File: src/mrad_pkg.sv
// package for the module register address decode block
package mrad_pkg;
	// ==========================================
	// address widths
	localparam int CPU_AW = 20;
	localparam int BUS_AW = 24;
	localparam int MOD_SPAN_AW = 12;
	localparam int BANK_AW = 16;
	localparam int BANK_MSB = 19;
	// ==========================================
	// register base and reachability limits
	localparam logic [2:0] REG_NIBBLE_LOW = 3'h7;
	localparam logic [7:0] MOD_PAGE = 8'hff; // bus bits 19:12 of the module window
	localparam logic [23:0] UNREACH_LO = 24'h080000;
	localparam logic [23:0] UNREACH_HI = 24'hf7ffff;
	localparam logic [23:0] REG_BASE_CLEARED = 24'h700000;
	localparam logic MAP_BIT_RESET = 1'h1;
	localparam logic [3:0] VECTOR_BANK = 4'h0;
	// ==========================================
	// block presence mask defaults, one bit per 256-byte slot index
	localparam int SLOT_AW = 4;
	localparam logic [15:0] IMPL_MASK_DEF = 16'h00f3;
	localparam logic [10:0] RAM_BASE_RESET = 11'h000;
	// ==========================================
	// processor request
	typedef struct packed {
		logic valid;
		logic [19:0] addr;
		logic isVector;
	} mrad_req_t;
	// decoded destination
	typedef struct packed {
		logic toModule;
		logic toRam;
		logic toExternal;
		logic [23:0] busAddr;
	} mrad_dest_t;
endpackage

File: src/mrad_decode.sv
// address placement and decode for module registers and pseudolinear space
// Function
// - register nibble is map bit then 111
// - bus bits 23:20 copy address bit 19
// - processor never reaches 080000 to f7ffff
// - cleared map bit moves registers to 700000
// - standby ram placed by its base register
// - absent module blocks go to external bus
// - vectors fetched from bank 0 only
// - vectors are 16-bit, jump table in bank 0
// - pc, sp and z take any 20-bit address
`timescale 1ns/1ps
module mrad_decode import mrad_pkg::*; #(
	parameter logic [15:0] IMPL_MASK = IMPL_MASK_DEF
) (
	// clock and reset
	input wire logic clk,
	input wire logic rst,
	// configuration writes from the integration block
	input wire logic mapBitWrEn,
	input wire logic mapBitWrVal,
	input wire logic ramBaseWrEn,
	input wire logic [10:0] ramBaseWrVal,
	// processor request
	input wire mrad_req_t req,
	input wire logic [2:0] spaceCode,
	// decoded result
	output mrad_dest_t dest_q,
	output logic destValid_q,
	output logic [2:0] space_code_outputs_q,
	output logic blocked_q,
	output logic module_map_bit_q
);
	// ==========================================
	// overview
	// the processor drives 20 address bits and the bus carries 24, so the
	// top four repeat bit 19; the processor therefore only ever sees the
	// lowest and the highest half megabyte of the bus space. module registers
	// sit in a 4 kbyte window whose upper nibble is the map bit over 111,
	// so clearing the bit parks them where no processor address can reach.
	// every answer is registered and stands for exactly one cycle, which
	// costs a cycle of latency but keeps the outputs free of decode glitches.
	// ==========================================
	// configuration state
	logic mapBit_q; // module map bit of the config register
	logic mapLocked_q; // once cleared, software can no longer reach it
	logic [10:0] ramBase_q; // standby ram base, address bits 21:11
	logic [BUS_AW-1:0] extAddr; // extended bus address
	logic [3:0] regNibble; // register base nibble
	logic hitModule; // address falls in an implemented module slot
	logic hitRam; // address falls in the standby ram block
	logic vectorOk; // not a vector, or a vector from bank 0
	mrad_dest_t dest_d; // destination before the output register

	// upper bit replication lives in its own module, instanced here as uExt
	mrad_extend uExt (
		.cpuAddr(req.addr),
		.busAddr(extAddr)
	);

	// ==========================================
	// map bit: set at reset, writable only while registers still reachable
	always_ff @(posedge clk) begin
		if (rst) begin
			// reset brings the registers back at the upper base
			mapBit_q <= MAP_BIT_RESET;
			mapLocked_q <= 1'h0;
		end else if (mapBitWrEn && !mapLocked_q) begin
			// clearing hides the registers, so no later write can undo it
			mapBit_q <= mapBitWrVal;
			mapLocked_q <= !mapBitWrVal;
		end
	end

	// ==========================================
	// standby ram base register
	always_ff @(posedge clk) begin
		if (rst) begin
			ramBase_q <= RAM_BASE_RESET;
		end else if (ramBaseWrEn) begin
			// no fixed home: the array goes wherever software points it
			ramBase_q <= ramBaseWrVal;
		end
	end

	// ==========================================
	// combinational decode
	always_comb begin
		regNibble = {mapBit_q, REG_NIBBLE_LOW};
		// module window: 4 kbyte at nibble:ff000; absent slots fall outside
		hitModule = (extAddr[23:20] == regNibble) && (extAddr[19:12] == MOD_PAGE)
			&& IMPL_MASK[extAddr[11:8]];
		// ram: 2 kbyte block compared on address bits 23:11
		// the base register spans bits 21:11 only, so the array stays low
		hitRam = (extAddr[23:11] == {2'h0, ramBase_q});
		// vectors come from bank 0 only, 16-bit handler pointers
		vectorOk = !req.isVector || (req.addr[19:16] == VECTOR_BANK);
		dest_d.busAddr = req.isVector ? {8'h00, req.addr[BANK_AW-1:0]} : extAddr;
		dest_d.toModule = req.valid && vectorOk && hitModule;
		dest_d.toRam = req.valid && vectorOk && !hitModule && hitRam;
		// every other accepted request, including absent blocks, runs on the external bus
		dest_d.toExternal = req.valid && vectorOk && !hitModule && !hitRam;
	end

	// ==========================================
	// registered outputs
	always_ff @(posedge clk) begin
		if (rst) begin
			// every output except module_map_bit_q idles low while reset is held
			dest_q <= '0;
			destValid_q <= 1'h0;
			space_code_outputs_q <= 3'h0;
			blocked_q <= 1'h0;
		end else begin
			// refused vectors raise blocked and carry no destination
			dest_q <= dest_d;
			destValid_q <= req.valid && vectorOk;
			space_code_outputs_q <= spaceCode;
			blocked_q <= req.valid && !vectorOk;
		end
	end

	// map bit visible to the rest of the chip
	// one cycle behind the internal bit, in step with the other outputs
	always_ff @(posedge clk) begin
		if (rst) begin
			module_map_bit_q <= MAP_BIT_RESET;
		end else begin
			module_map_bit_q <= mapBit_q;
		end
	end

	// ==========================================
	// checks
	// address formation
	// the top nibble must always repeat bit 19 for ordinary accesses
	upper_copy_a: assert property (@(posedge clk) disable iff (rst)
		destValid_q && !$past(req.isVector) |->
		dest_q.busAddr[23:20] == {4{dest_q.busAddr[19]}})
		else $error("upper bits do not follow bit 19");
	// nothing accepted may land in the unreachable middle of the bus space
	hole_never_a: assert property (@(posedge clk) disable iff (rst)
		destValid_q |-> !(dest_q.busAddr >= UNREACH_LO && dest_q.busAddr <= UNREACH_HI))
		else $error("address inside unreachable range");
	// the same holds for the extended address before it is registered
	hole_comb_a: assert property (@(posedge clk) disable iff (rst)
		req.valid && !req.isVector |-> !(extAddr >= UNREACH_LO && extAddr <= UNREACH_HI))
		else $error("extended address inside unreachable range");
	// ordinary accesses pass all 20 processor bits through untouched
	full_range_a: assert property (@(posedge clk) disable iff (rst)
		req.valid && !req.isVector |=> dest_q.busAddr[19:0] == $past(req.addr))
		else $error("20-bit address altered");
	// map bit
	// reset must leave the registers reachable at once
	map_reset_a: assert property (@(posedge clk) $fell(rst) |-> mapBit_q)
		else $error("map bit not set after reset");
	// a cleared bit stays cleared until the next reset
	map_sticky_a: assert property (@(posedge clk) disable iff (rst)
		!mapBit_q |=> !mapBit_q)
		else $error("cleared map bit came back without reset");
	// while the bit is still set, a write takes the written value
	map_write_a: assert property (@(posedge clk) disable iff (rst)
		mapBitWrEn && mapBit_q |=> mapBit_q == $past(mapBitWrVal))
		else $error("map bit write not taken");
	// with the bit cleared the register nibble is the lower base
	cleared_base_a: assert property (@(posedge clk) disable iff (rst)
		!mapBit_q |-> regNibble == REG_BASE_CLEARED[23:20])
		else $error("cleared map bit not at lower base");
	// the visible copy trails the internal bit by one cycle
	map_copy_a: assert property (@(posedge clk) disable iff (rst)
		!$past(rst) |-> module_map_bit_q == $past(mapBit_q))
		else $error("visible map bit does not follow");
	// destinations
	// a module hit carries the nibble built from the map bit
	nibble_form_a: assert property (@(posedge clk) disable iff (rst)
		$past(req.valid) && dest_q.toModule |-> dest_q.busAddr[22:20] == REG_NIBBLE_LOW
		&& dest_q.busAddr[23] == $past(mapBit_q))
		else $error("module hit with wrong base nibble");
	// the processor never reaches the moved register window
	cleared_unreach_a: assert property (@(posedge clk) disable iff (rst)
		!$past(mapBit_q) |-> !dest_q.toModule)
		else $error("registers reached with map bit cleared");
	// absent module slots are sent to the external bus
	absent_ext_a: assert property (@(posedge clk) disable iff (rst)
		req.valid && !req.isVector && extAddr[23:12] == {regNibble, MOD_PAGE}
		&& !IMPL_MASK[extAddr[11:8]] && !hitRam |=> dest_q.toExternal)
		else $error("absent block not sent external");
	// an accepted request goes to exactly one place
	dest_onehot_a: assert property (@(posedge clk) disable iff (rst)
		destValid_q |-> $onehot({dest_q.toModule, dest_q.toRam, dest_q.toExternal}))
		else $error("request sent to no place or to several");
	// the ram answers at whatever base software wrote
	ram_place_a: assert property (@(posedge clk) disable iff (rst)
		req.valid && !req.isVector && !hitModule && extAddr[23:11] == {2'h0, ramBase_q}
		|=> dest_q.toRam)
		else $error("ram not at its base register");
	// a base write lands on the next edge
	ram_write_a: assert property (@(posedge clk) disable iff (rst)
		ramBaseWrEn |=> ramBase_q == $past(ramBaseWrVal))
		else $error("ram base write not taken");
	// space codes pass through with one cycle of delay
	space_code_a: assert property (@(posedge clk) disable iff (rst)
		!$past(rst) |-> space_code_outputs_q == $past(spaceCode))
		else $error("space code not passed through");
	// vectors
	// a vector outside bank 0 is refused
	vector_bank_a: assert property (@(posedge clk) disable iff (rst)
		req.valid && req.isVector && req.addr[19:16] != VECTOR_BANK |=>
		blocked_q && !destValid_q)
		else $error("vector fetched outside bank 0");
	// a refused vector carries no destination at all
	blocked_clean_a: assert property (@(posedge clk) disable iff (rst)
		blocked_q |-> !destValid_q && !dest_q.toModule
		&& !dest_q.toRam && !dest_q.toExternal)
		else $error("refused vector still has a destination");
	// vector pointers are 16 bits wide
	vector_width_a: assert property (@(posedge clk) disable iff (rst)
		req.valid && req.isVector |=> dest_q.busAddr[23:16] == 8'h00)
		else $error("vector address wider than 16 bits");
	// a bank 0 vector is accepted with its low 16 bits intact
	vector_keep_a: assert property (@(posedge clk) disable iff (rst)
		req.valid && req.isVector && req.addr[19:16] == VECTOR_BANK |=>
		destValid_q && !blocked_q && dest_q.busAddr[15:0] == $past(req.addr[15:0]))
		else $error("bank 0 vector not passed intact");
	// coverage of the main scenarios
	// a register access that lands on a module slot
	cov_module_c: cover property (@(posedge clk) dest_q.toModule);
	// a standby ram access
	cov_ram_c: cover property (@(posedge clk) dest_q.toRam);
	// an access passed to the external bus
	cov_ext_c: cover property (@(posedge clk) dest_q.toExternal);
	// software hiding the registers until reset
	cov_clear_c: cover property (@(posedge clk) $fell(mapBit_q));
	// a vector refused for lying outside bank 0
	cov_block_c: cover property (@(posedge clk) blocked_q);
endmodule

File: src/mrad_extend.sv
// sign-style upper address extension of the 20-bit processor address
`timescale 1ns/1ps
module mrad_extend import mrad_pkg::*; (
	// processor side
	input wire logic [CPU_AW-1:0] cpuAddr,
	// bus side
	output logic [BUS_AW-1:0] busAddr
);
	// copy bit 19 into bits 23:20 so the bus never sees the hole
	always_comb begin
		busAddr = {{(BUS_AW-CPU_AW){cpuAddr[BANK_MSB]}}, cpuAddr};
	end
endmodule

File: config.mk
export PLATFORM = sky130hd
export DESIGN_NAME = mrad_decode
export DESIGN_NICKNAME = d
export VERILOG_FILES = /design/src/mrad_pkg.sv /design/src/mrad_decode.sv /design/src/mrad_extend.sv
export SDC_FILE = /design/constraint.sdc
export NUM_CORES = 1
export LEC_CHECK = 0
export ABC_AREA = 1
export BUFFER_PORTS_ARGS = -buffer_cell sky130_fd_sc_hd__buf_4
export CORE_MARGIN = 1
export CORE_UTILIZATION = 44
export DETAILED_ROUTE_END_ITERATION = 8
export HOLD_SLACK_MARGIN = 0.12
export PLACE_DENSITY = 0.73
export SYNTH_ARGS = -nofsm -noshare
export SYNTH_HDL_FRONTEND = slang
export SYNTH_SLANG_ARGS = --single-unit
File: constraint.sdc
create_clock -name clk -period 1.2 [get_ports clk]
set_clock_uncertainty 0.1 [all_clocks]
set_input_delay 0 -clock clk [delete_from_list [all_inputs] [get_ports clk]]
set_output_delay 0 -clock clk [all_outputs]
set_load 0.01 [all_outputs]
==> results of run 1 <==
## cell usage in the layout, fill, tap and decap left out, drive strengths merged
cell type,instances
a21oi,11
a31oi,1
buf,73
clkbuf,7
clkinv,2
dfxtp,42
dlygate4sd3,52
inv,33
nand2,27
nand3,3
nor2,41
nor3b,1
o21ai,11
or2,2
xnor2,4
## cells by family after synthesis
| kind of cell | count (synthesis) |
|---|---|
| and+or+nand+nor | 74 |
| buffers and inverters | 42 |
| DFF | 42 |
| AOI/OAI and AO/OA | 23 |
| xor gates and xnor gates | 4 |
## power breakdown
part	leakage (nW)	switching, W	internal, W
registers	0.348	0.0000293	0.00147
clock network	0.0353	0.000426	0.000284
logic	0.943	0.000229	0.000316
## sequential cells by signal, summed over array words and instances, names as in the netlist
signal	flops
space_code_outputs_q	3
blocked_q	1
module_map_bit_q	1
mapLocked_q	1
mapBit_q	1
dest_q	23
destValid_q	1
ramBase_q	11
## worst paths after layout
path         cells past startpoint  slack, ps       endpoint
min reg2reg                      2        350  ramBase_q[10]
min                              3        310    destValid_q
max                              5         20      dest_q[3]
max reg2reg                      7        130     dest_q[25]
## per-stage QoR
stage               setup WS, ps  power [W]  util, %  cell area (µm²)  cells
detailed placement           167    0.00193     65.5             2060    295
global route                5.31    0.00290     83.7             2640    354
floorplan                    277    0.00171        -             1500    185
CTS                         15.7    0.00277     86.1             2720    362
finish                      17.3    0.00275     83.7             2640    354
global placement             211    0.00192     65.5             2060    295
## cells in the mapped netlist
| master | instances | area (µm²) |
|---|---|---|
| sky130_fd_sc_hd__nand2_2 | 2 | 12.5 |
| sky130_fd_sc_hd__buf_2 | 4 | 20.0 |
| sky130_fd_sc_hd__a21oi_2 | 2 | 17.5 |
| sky130_fd_sc_hd__o21ai_1 | 5 | 25.0 |
| sky130_fd_sc_hd__buf_4 | 4 | 30.0 |
| sky130_fd_sc_hd__inv_1 | 28 | 105 |
| sky130_fd_sc_hd__clkinv_1 | 1 | 3.75 |
| sky130_fd_sc_hd__o21ai_0 | 6 | 30.0 |
| sky130_fd_sc_hd__or2_0 | 1 | 6.26 |
| sky130_fd_sc_hd__nor2_2 | 4 | 25.0 |
| sky130_fd_sc_hd__a21oi_1 | 8 | 40.0 |
| sky130_fd_sc_hd__or2_1 | 1 | 6.26 |
| sky130_fd_sc_hd__xnor2_1 | 4 | 35.0 |
| sky130_fd_sc_hd__dfxtp_1 | 42 | 841 |
| sky130_fd_sc_hd__nand2_1 | 25 | 93.8 |
| sky130_fd_sc_hd__a31oi_1 | 1 | 6.26 |
| sky130_fd_sc_hd__a21oi_4 | 1 | 16.3 |
| sky130_fd_sc_hd__inv_2 | 5 | 18.8 |
| sky130_fd_sc_hd__nand3_1 | 2 | 10.0 |
| sky130_fd_sc_hd__nor3b_2 | 1 | 12.5 |
| sky130_fd_sc_hd__nand3_2 | 1 | 10.0 |
| sky130_fd_sc_hd__nor2_1 | 37 | 139 |
## layout make-up
class                           instances  area, µm²  area share (%)
Clock buffer                            7       55.1            2.09
Multi-Input combinational cell        101        485            18.4
Timing Repair Buffer                  125       1070            40.5
Clock inverter                          1       5.00           0.190
Inverter                               34        128            4.84
Tap cell                               44       55.1            2.09
Sequential cell                        42        841            31.9
## layer usage
layer / routed length, µm / track usage [%]
met1: 1830 / 29.9
met2: 2340 / 50.2
met3: 177 / 4.48
met4: 128 / 14.6
met5: 0 / 0
## repair_timing
item / CTS / global route
gates resized for setup: 0 / 1
endpoints found under the setup margin: 0 / 11
endpoints found under the hold margin: 42 / 19
hold buffers: 59 / 2
## worst max-delay path, cell delays in order
cell,delay (ps)
sky130_fd_sc_hd__dlygate4sd3_1,530
sky130_fd_sc_hd__buf_4,130
sky130_fd_sc_hd__inv_1,50
sky130_fd_sc_hd__nor2_1,40
sky130_fd_sc_hd__dlygate4sd3_1,560
==> results.txt, run 1 <==
The largest family of logic cells by synthesized area is simple AND/OR/NAND/NOR gates. The run finished with clean final reports. The initial antenna violation count came out at 0. Routability-driven placement finished with a final weighted congestion of approximately 0.75. Synthesis instantiated 22 different standard cells from the library. In this run the tool buffered the top-level ports with 73 buffer cells. STA classifies the critical path endpoint as a register. The simple-gate area share of the yosys netlist is between 20% and 30%. The count of endpoints failing hold in the final timing report was 0.

The later pin in the worst-skew pair is clocked with a latency of roughly 340 ps. The proportion of synthesized area in mux cells is 0%. The final layout net count is 350. The critical path is of the in -> reg type. The largest buffer count on any clock path came out at 2. Clock-pin slew was measured on the worst setup and hold paths at 110 ps. The H-tree depth is 2.

The first detailed-routing pass took 4 iterations. The number of global-route vias before repair came out at ~1600. The final-layout setup total negative slack is 0 ps. The worst hold path begins at req[0].

Across the run, the number of max-cap violations was 0. The vertical extent of the die is ~60 µm. The synthesized netlist net count came out at ~230.

The global-route usage over all layers came out at a little over a quarter. The slew at the pin closest to its max-slew limit came out at around 350 ps. For this run, design rule violations remaining after detail routing come to 0. Counting every instance in the synthesized netlist gives about 190. The count of yosys warnings during synthesis is 0.

The initial utilization of the core area, before any placement, comes to between 40% and 50%. Pin placement for this block handled 74 I/O pins. The final-report max-slew violation count came out at 0. The register bit total from synthesis is between 40 and 50. The total detailed-routing wirelength is approximately 4500 µm.

The number of antenna diodes in the final layout is 0. The worst setup path startpoint is req[4]. The shortest period the worst path allows came out at around 1200 ps.

The data required time of the worst path came out at approximately 1300 ps. The routed length per instance is roughly 13 µm. Cells with a size suffix above 1 make up between 30% and 40% of the layout.

The setup fix buffers added after clock tree synthesis is 0. The average instance area after synthesis came out at between 8 and 9 µm². The estimated wirelength of the detail-placed design came out at ~2500 µm. The clock tree from TritonCTS is yes. Entering global routing, the biggest net connects 21 pins.

The startpoint type of the worst setup path is an input port. The wire length of the first global-routing pass came out at around 7100 µm. The reg-to-reg startpoint is ramBase_q[9]. The worst-path maximum fanout came out at 1. The buffer cell driving the clock tree root is sky130_fd_sc_hd__clkbuf_4. Summing the areas of all compound-gate instances in the mapped netlist gives ~9% of the synthesized area. The xor/xnor share of the synthesized area is under 10%. The tree built by TritonCTS fans out to between 40 and 50 sinks. The portion of the clock cycle consumed by the worst path in the final layout is between 90% and 100%. In this run the cell area of the synthesized design comes to roughly 1500 µm². The die boundary width is ~60 µm. The die covers about 3700 µm². The setup-violating endpoint count in the final report came out at 0. The overflow left after global routing is 0.

Across all layers, the routed design uses 1585 vias. The smallest hold slack is around 310 ps. The number of buffers created by CTS came out at 5. Setup repair after global routing left no endpoint under its margin. The part of the Yosys area used for sequential elements came out at a little under three fifths. The initial DRC count came out at 53.

The number of nets with antenna violations after detailed routing is 0. The data arrival time of the worst path is 1320 ps. Across the VDD grid, the largest voltage drop is 0.768 mV. The number of standard-cell rows in the floorplan came out at 20.

For this design the static power due to leakage is 1.33 nW. Headroom to the max-slew limit came out at about 77%. The ratio of routed vias to standard cells is ~4.5. The number of filler cells placed in the layout came out at about 190. The maximum achievable frequency came out at between 800 and 900 MHz. The tightest min-delay check is of the in -> reg type. The synthesized-area fraction occupied by adder cells came out at 0%. The area of the core region came out at approximately 3200 µm². The relative area change from synthesis to final layout is 75.4%. The total power density per cell area is 1040 nW/µm².
No activity file was read; power rests on OpenSTA's default activity.
==> run 2, diff against run 1 <==
--- a/config.mk
+++ b/config.mk
@@ -12,6 +12,7 @@
 export DETAILED_ROUTE_END_ITERATION = 8
 export HOLD_SLACK_MARGIN = 0.12
 export PLACE_DENSITY = 0.73
+export RECOVER_POWER = 25
 export SYNTH_ARGS = -nofsm -noshare
 export SYNTH_HDL_FRONTEND = slang
 export SYNTH_SLANG_ARGS = --single-unit
==> results.txt, run 2 (synthesis results as in run 1) <==
CTS placed an instance of sky130_fd_sc_hd__clkbuf_4 at the clock tree root. The largest buffer count on any clock path is 2. The worst slack after detailed placement is between 150 and 200 ps. The worst-case IR drop observed on VDD is ~0.8 mV.

The overflow left after global routing came out at 0. Once layout is done, the placed cells without fillers occupy ~2600 µm². The detailed-route via count came out at between 1500 and 2000. The fraction of final layout cells sized beyond drive strength 1 is a little over a quarter. The number of flip-flops in the largest register is 23. Entering global routing, the biggest net connects 21 pins. The data required time of the worst path is about 1300 ps. The largest registers in the layout are dest_q (23), ramBase_q (11), space_code_outputs_q (3). The number of standard-cell rows in the floorplan came out at 20. The final layout net count is 350. The final-layout setup total negative slack came out at 0 ps. The starting density of the core is a little under half. The worst-path maximum fanout came out at 1. The tool flagged a number of max-cap violations equal to 0.

The relative area change from synthesis to final layout came out at 71.9%. After clock tree synthesis, the clock-pin slew on the worst setup and hold paths is 110 ps. The diode insertion count for antenna repair is 0. The die footprint came out at around 3700 µm².

The slew at the pin closest to its max-slew limit is between 300 and 400 ps. The library cell used most frequently in the layout, excluding fill and tap cells, is sky130_fd_sc_hd__buf_4. The global-route usage over all layers is 27.3%.

Across the whole layout, storage elements account for 841 µm². The shortest period the worst path allows came out at about 1200 ps. The number of nets with antenna violations after detailed routing came out at 0.

The vertical extent of the die is just over 60 µm. The maximum achievable frequency came out at approximately 850 MHz. The data arrival time of the worst path is about 1300 ps. The count of endpoints failing hold in the final timing report came to 0.

The worst setup path is launched from an input port. The final weighted congestion of routability-driven global placement came out at around 0.75. The footprint of the multi-input gates came out at between 400 and 500 µm². The initial DRC count came out at 53. The setup path with the least slack is of type in -> reg. The path class of the lowest-slack min-delay path is in -> reg. The flow ran to the end, and the final reports show no timing, DRC or antenna violations. The first global-routing pass estimated between 7000 and 8000 µm of wire.

In the routed layout, each cell is associated on average with a via count of ~4.5. The total of buffers placed on input and output ports came out at 73. The number of non-filler instances in the completed layout is 354. The H-tree depth is 2. The routed length per instance is about 13 µm. The setup-violating endpoint count in the final report came out at 0.

The tree built by TritonCTS fans out to 42 sinks. The final-report max-slew violation count is 0. The analysis attributes to cell leakage a power of ~1.3 nW. The post-route worst setup slack came out at 17.3 ps.

Setup repair after global routing left no endpoint under its margin. The number of filler cells placed in the layout came out at around 210. TritonCTS built the clock tree. Once placement finished, the instance area stood at 2060 µm². The number of buffers created by CTS is 5. The register with the most flip-flops in the final layout is dest_q.

The cell count after placement is 295. The portion of the clock cycle consumed by the worst path in the final layout is 98.6%. In the layout the commonest cells are sky130_fd_sc_hd__buf_4 (59), sky130_fd_sc_hd__dlygate4sd3_1 (52), sky130_fd_sc_hd__dfxtp_1 (42). Once detailed placement completed, the half-perimeter wirelength came to between 2000 and 2500 µm.

The area of the core region came out at 3150 µm². The detailed-route DRC error count is 0. The number of global-route vias before repair is between 1500 and 2000. The total power density per cell area came out at ~1100 nW/µm². STA classifies the critical path endpoint as a register. The setup fix buffers added after clock tree synthesis came out at 0. 74 I/O pins were placed. The initial antenna violation count is 0.

The worst pin sits at a relative slew slack of between 70 and 80%. The total detailed-routing wirelength is approximately 4500 µm. The die boundary width is 60.5 µm. The final core utilization came out at around four fifths. Clock latency on the worst-skew pair, taken at its later pin, is about 340 ps. Before antenna repair, the detailed router went through 4 iterations.
run 2: changes by cell type in the layout (fill, tap and decap cells not counted):
| cell | delta |
|---|---|
| sky130_fd_sc_hd__buf_4 | -14 |
| sky130_fd_sc_hd__clkbuf_1 | +14 |
run 2: routing by layer:
metal / wire length, µm / global-route usage (%) / vias to the layer above / share of wire [%]
li1: - / - / 798 / -
met1: 1800 / 29.9 / 731 / 40
met2: 2350 / 50.2 / 58 / 52
met3: 211 / 4.48 / 14 / 4.7
met4: 128 / 14.6 / 0 / 2.9
met5: 0 / 0 / - / 0
run 2: final timing paths:
kind                  from            end  slack (ps)  cells after the start
max reg2reg   ramBase_q[8]     dest_q[25]         120                      7
min reg2reg  ramBase_q[10]  ramBase_q[10]         360                      2
max                 req[4]      dest_q[3]          20                      5
min                 req[0]    destValid_q         310                      3
run 2: what timing repair did:
| item | 4_1_cts | 5_1_grt |
|---|---|---|
| endpoints found under the setup margin | 0 | 11 |
| gates resized for setup | 0 | 1 |
| hold buffers | 59 | 2 |
| endpoints found under the hold margin | 42 | 19 |
run 2: final cells by class:
cell class | count | area share, %
flip-flops and latches | 42 | 32.5
clock buffers | 7 | 2.13
multi-input cells | 101 | 18.8
inverters | 34 | 4.94
clock inverters | 1 | 0.194
well taps | 44 | 2.13
repair buffers | 125 | 39.3
run 2: where the power goes:
part | switching [W] | total [W] | internal, W | leakage [nW]
combinational | 0.000229 | 0.000528 | 0.000299 | 0.888
clock | 0.000425 | 0.000709 | 0.000284 | 0.0353
sequential | 0.0000287 | 0.00150 | 0.00147 | 0.348
run 2: through the flow:
stage	hold slack [ps]	total power (W)
global route	287	0.00288
finish	307	0.00273
detailed placement	107	0.00193
floorplan	-4.80	0.00171
CTS	-170	0.00277
global placement	98.5	0.00192
run 2: worst max-delay path: stages:
cell                            delay (ps)
sky130_fd_sc_hd__dlygate4sd3_1         530
sky130_fd_sc_hd__buf_4                 130
sky130_fd_sc_hd__inv_1                  50
sky130_fd_sc_hd__nor2_1                 40
sky130_fd_sc_hd__dlygate4sd3_1         560
==> run 3, diff against run 2 <==
--- a/config.mk
+++ b/config.mk
@@ -7,12 +7,13 @@
 export LEC_CHECK = 0
 export ABC_AREA = 1
 export BUFFER_PORTS_ARGS = -buffer_cell sky130_fd_sc_hd__buf_4
-export CORE_MARGIN = 1
-export CORE_UTILIZATION = 44
+export CORE_UTILIZATION = 48
 export DETAILED_ROUTE_END_ITERATION = 8
 export HOLD_SLACK_MARGIN = 0.12
-export PLACE_DENSITY = 0.73
+export PLACE_DENSITY = 0.75
 export RECOVER_POWER = 25
+export REMOVE_ABC_BUFFERS = 1
 export SYNTH_ARGS = -nofsm -noshare
 export SYNTH_HDL_FRONTEND = slang
+export SYNTH_HIERARCHICAL = 1
 export SYNTH_SLANG_ARGS = --single-unit
==> results.txt, run 3 <==
Leaving out fill and tap cells, the most frequent cell in the layout is sky130_fd_sc_hd__buf_4. The total of buffers placed on input and output ports is 73. In this run the vertical extent of the chip is 65.2 µm. The share of the synthesized area in the top cell type came out at between 40% and 50%. The worst-path maximum fanout is 4. The commonest cells after synthesis are sky130_fd_sc_hd__nor2_1 (57), sky130_fd_sc_hd__dfxtp_1 (46), sky130_fd_sc_hd__nand2_1 (36). The flow ran to the end, but the final reports show violations. The clock latency on the worst-skew pair came out at roughly 300 ps. The starting density of the core came out at 51.3%.

The overflow left after global routing came out at 0. The data arrival time of the worst path came out at around 1200 ps. The final total power came out at ~0.0034 W. The number of global-route vias before repair is 1629. The number of nets with antenna violations after detailed routing came out at 0. The detailed-routing iteration count for the pre-antenna-repair pass is 4. The initial antenna violation count is 0. In this run the critical register-to-register path is launched from ramBase_q[1].

For this design the top-level I/O count stands at 74. The diode insertion count for antenna repair is 0. By area the synthesized netlist is led by sky130_fd_sc_hd__dfxtp_1 (48%), sky130_fd_sc_hd__nor2_1 (11%), sky130_fd_sc_hd__buf_4 (9.4%). The fraction of final layout cells sized beyond drive strength 1 is between 20 and 30%. The maximum achievable frequency came out at roughly 880 MHz. The largest buffer count on any clock path came out at 2. The number of maximum-capacitance constraint violations is 0. Counting flops with a built-in enable in the synthesized netlist gives 0.

The routed length on met1 came out at 1910 µm. In the synthesized netlist, the number of instances is 254. Of the total synthesized cell area, the portion taken by XOR and XNOR cells is between 1.5 and 2%. By area, the combinational part of the netlist is dominated by simple AND/OR/NAND/NOR gates. The largest stage delay on the critical path came out at ~540 ps. After filler insertion, the fill cell instance count of the layout stands at 258. The cell depth of the worst flop-to-flop path came out at 8. The data required time of the worst path is roughly 1300 ps. The setup fix buffers added after clock tree synthesis came out at 0. The register bit total from synthesis is 46. Together, buffers and inverters on the worst path number 2. The checks that failed: negative hold slack. The reg-to-reg setup timing slack is 120 ps. The portion of the clock cycle consumed by the worst path in the final layout is a little over nine tenths. The relative area change from synthesis to final layout came out at 51.6%. The slew at the pin closest to its max-slew limit is roughly 240 ps. The count of different cell masters after synthesis is 19. On the critical path the largest part of the delay comes from buffers and inverters.

The number of cells on the worst hold path came out at 2. The routed length per instance is 10.8 µm. The area of the mapped netlist came out at around 1900 µm².

The die footprint is between 4000 and 5000 µm². The proportion of synthesized area in mux cells came out at 0%. The worst register-to-register path ends at dest_q[25]. A synthesized cell averages between 7 and 8 µm². The total power density per cell area came out at around 1200 nW/µm². STA classifies the critical path endpoint as a register.

The number of buffers created by CTS is 5. The reported leakage power came out at around 1.4 nW. Headroom to the max-slew limit came out at 83.9%. Summing the areas of all compound-gate instances in the mapped netlist gives between 10 and 15% of the synthesized area. The largest net degree at the start of global routing is 18. The count of endpoints failing hold in the final timing report came out at 13.

The ratio of routed vias to standard cells is 4.44. After legalization and detailed placement, the total HPWL measured approximately 2700 µm. The region available for standard cell placement spans between 3000 and 4000 µm². In the detailed route, the total length drawn on met2 is approximately 2100 µm. The final weighted congestion of routability-driven global placement came out at between 0.7 and 0.8. The path class of the lowest-slack min-delay path is in -> reg. The number of sinks on the clock net came out at 46.

The global-route usage over all layers came out at 21.3%. The tightest hold path in the finished design has a slack of -105 ps. After detailed routing, the total wire length is around 4300 µm. The detailed-route DRC error count is 0. The end of the worst hold path is destValid_q. Traced cell by cell, the critical path runs through dlygate4sd3_1 -> buf_4 -> nand2_1 -> nor2_1 -> nand3_1 -> o21ai_2 -> a21oi_1.

The startpoint type of the worst setup path is an input port. The initial DRC count is 85. The footprint of the multi-input gates is roughly 700 µm². Subtracting the final worst setup slack from the clock period gives approximately 1100 ps. Setup repair after global routing could not meet its margin everywhere. The critical path in this run is classified as in -> reg. The clock transition at the register clock pins on the worst setup and hold paths after CTS came out at roughly 80 ps. The number of standard-cell rows in the floorplan is 22.

The peak ir drop on the vdd network is around 0.8 mV. In the final timing run, aggregate negative setup slack is 0 ps. The cell type of the slowest stage on the worst timing path is sky130_fd_sc_hd__dlygate4sd3_1. The most used flip-flop cell after synthesis is sky130_fd_sc_hd__dfxtp_1. The die boundary width came out at between 60 and 70 µm. TritonCTS built the clock tree. In this run the cell area measured after placement is about 2300 µm². The biggest area contributor in the post-synthesis netlist is sky130_fd_sc_hd__dfxtp_1. For this run, the number of Yosys warnings is 6.

The first global-routing pass estimated 6860 µm of wire. More flip-flops sit in one register than any other, and that register is dest_q. The share of synthesized flip-flops with an asynchronous set or reset came out at 0%. Summing all flip-flop and latch instances after layout gives ~900 µm². The number of non-filler instances in the completed layout came out at ~400.

The final-report max-slew violation count came out at 0. The cell count after placement is approximately 350. The synthesized-area fraction occupied by adder cells came out at 0%.

The simple-gate area share of the yosys netlist is a little over a fifth. Sequential elements use between 40 and 50% of the synthesized area. The post-route standard cell area excluding fillers is between 2000 and 3000 µm². The setup-violating endpoint count in the final report is 0.

The worst hold path begins at req[0]. The final layout net count is between 300 and 400. The highest metal layer carrying signal wires in the routed design is met4. The detailed-route via count is between 1500 and 2000.

The library cells used most frequently in the layout, excluding fill and tap cells, are sky130_fd_sc_hd__buf_4 (63), sky130_fd_sc_hd__nor2_1 (56), sky130_fd_sc_hd__dlygate4sd3_1 (47). The number of flip-flops in the largest register is 27. The most numerous cell in the Yosys netlist is sky130_fd_sc_hd__nor2_1. CTS placed an instance of sky130_fd_sc_hd__clkbuf_8 at the clock tree root.

In the final layout, the registers with the most flip-flops are dest_q (27), ramBase_q (11), space_code_outputs_q (3). The H-tree depth came out at 2. The met3 layer wire length in the routed design came out at 253 µm.
==> run 3: cell count changes in the layout (fill, tap and decap cells not counted), moves of 5 or more <==
| cell | before | now |
|---|---|---|
| sky130_fd_sc_hd__nand2_1 | 25 | 35 |
| sky130_fd_sc_hd__clkbuf_1 | 15 | 4 |
| sky130_fd_sc_hd__dlygate4sd3_1 | 52 | 47 |
| sky130_fd_sc_hd__inv_1 | 27 | 20 |
| sky130_fd_sc_hd__nor2_1 | 37 | 56 |
| sky130_fd_sc_hd__a21oi_1 | 8 | 13 |
| sky130_fd_sc_hd__o21ai_0 | 6 | 24 |
==> run 3: how the worst max path moves through the flow <==
stage                  startpoint                       to  depth (start not counted)
global placement    ramBase_q[10]               dest_q[25]                          8
floorplan             mapLocked_q                 mapBit_q                          5
detailed placement   ramBase_q[1]               dest_q[25]                          8
global route          ramBaseWrEn             ramBase_q[4]                          5
finish                    req[15]               dest_q[24]                          7
CTS                  spaceCode[1]  space_code_outputs_q[1]                          5
==> run 3: logic make-up after synthesis <==
| group | count (synthesis) |
|---|---|
| DFF | 46 |
| buffers and inverters | 58 |
| and+or+nand+nor | 103 |
| xor gates and xnor gates | 4 |
| AOI/OAI and AO/OA | 43 |
==> run 3: layer usage <==
metal	vias to the layer above	GRT usage (%)
met5	-	0
met4	0	9.51
met3	7	4.34
met2	61	36.2
met1	765	25.7
li1	952	-
==> run 3: metrics by stage <==
step,setup slack [ps],util (%)
2_1_floorplan,199,-
3_3_place_gp,141,62.6
3_5_place_dp,135,62.6
4_1_cts,31.9,77.2
5_1_grt,-5.37,77.7
6_report,69.5,77.7
==> run 3: cell type report <==
| type | count | area share [%] |
|---|---|---|
| flip-flops and latches | 46 | 31.7 |
| multi-input cells | 150 | 23.6 |
| inverters | 27 | 3.65 |
| clock buffers | 5 | 2.36 |
| well taps | 48 | 2.06 |
| clock inverters | 3 | 1.38 |
| repair buffers | 123 | 35.3 |
==> run 3: what timing repair did <==
action,4_1_cts,5_1_grt
endpoints found under the setup margin,0,10
endpoints found under the hold margin,46,21
hold buffers,44,4
gates resized for setup,0,6
==> run 3: where the power goes <==
group	internal [W]	total, W	switching, W
clock	0.000613	0.00112	0.000511
combinational	0.000336	0.000606	0.000270
sequential	0.00162	0.00165	0.0000317
total	0.00256	0.00338	0.000813
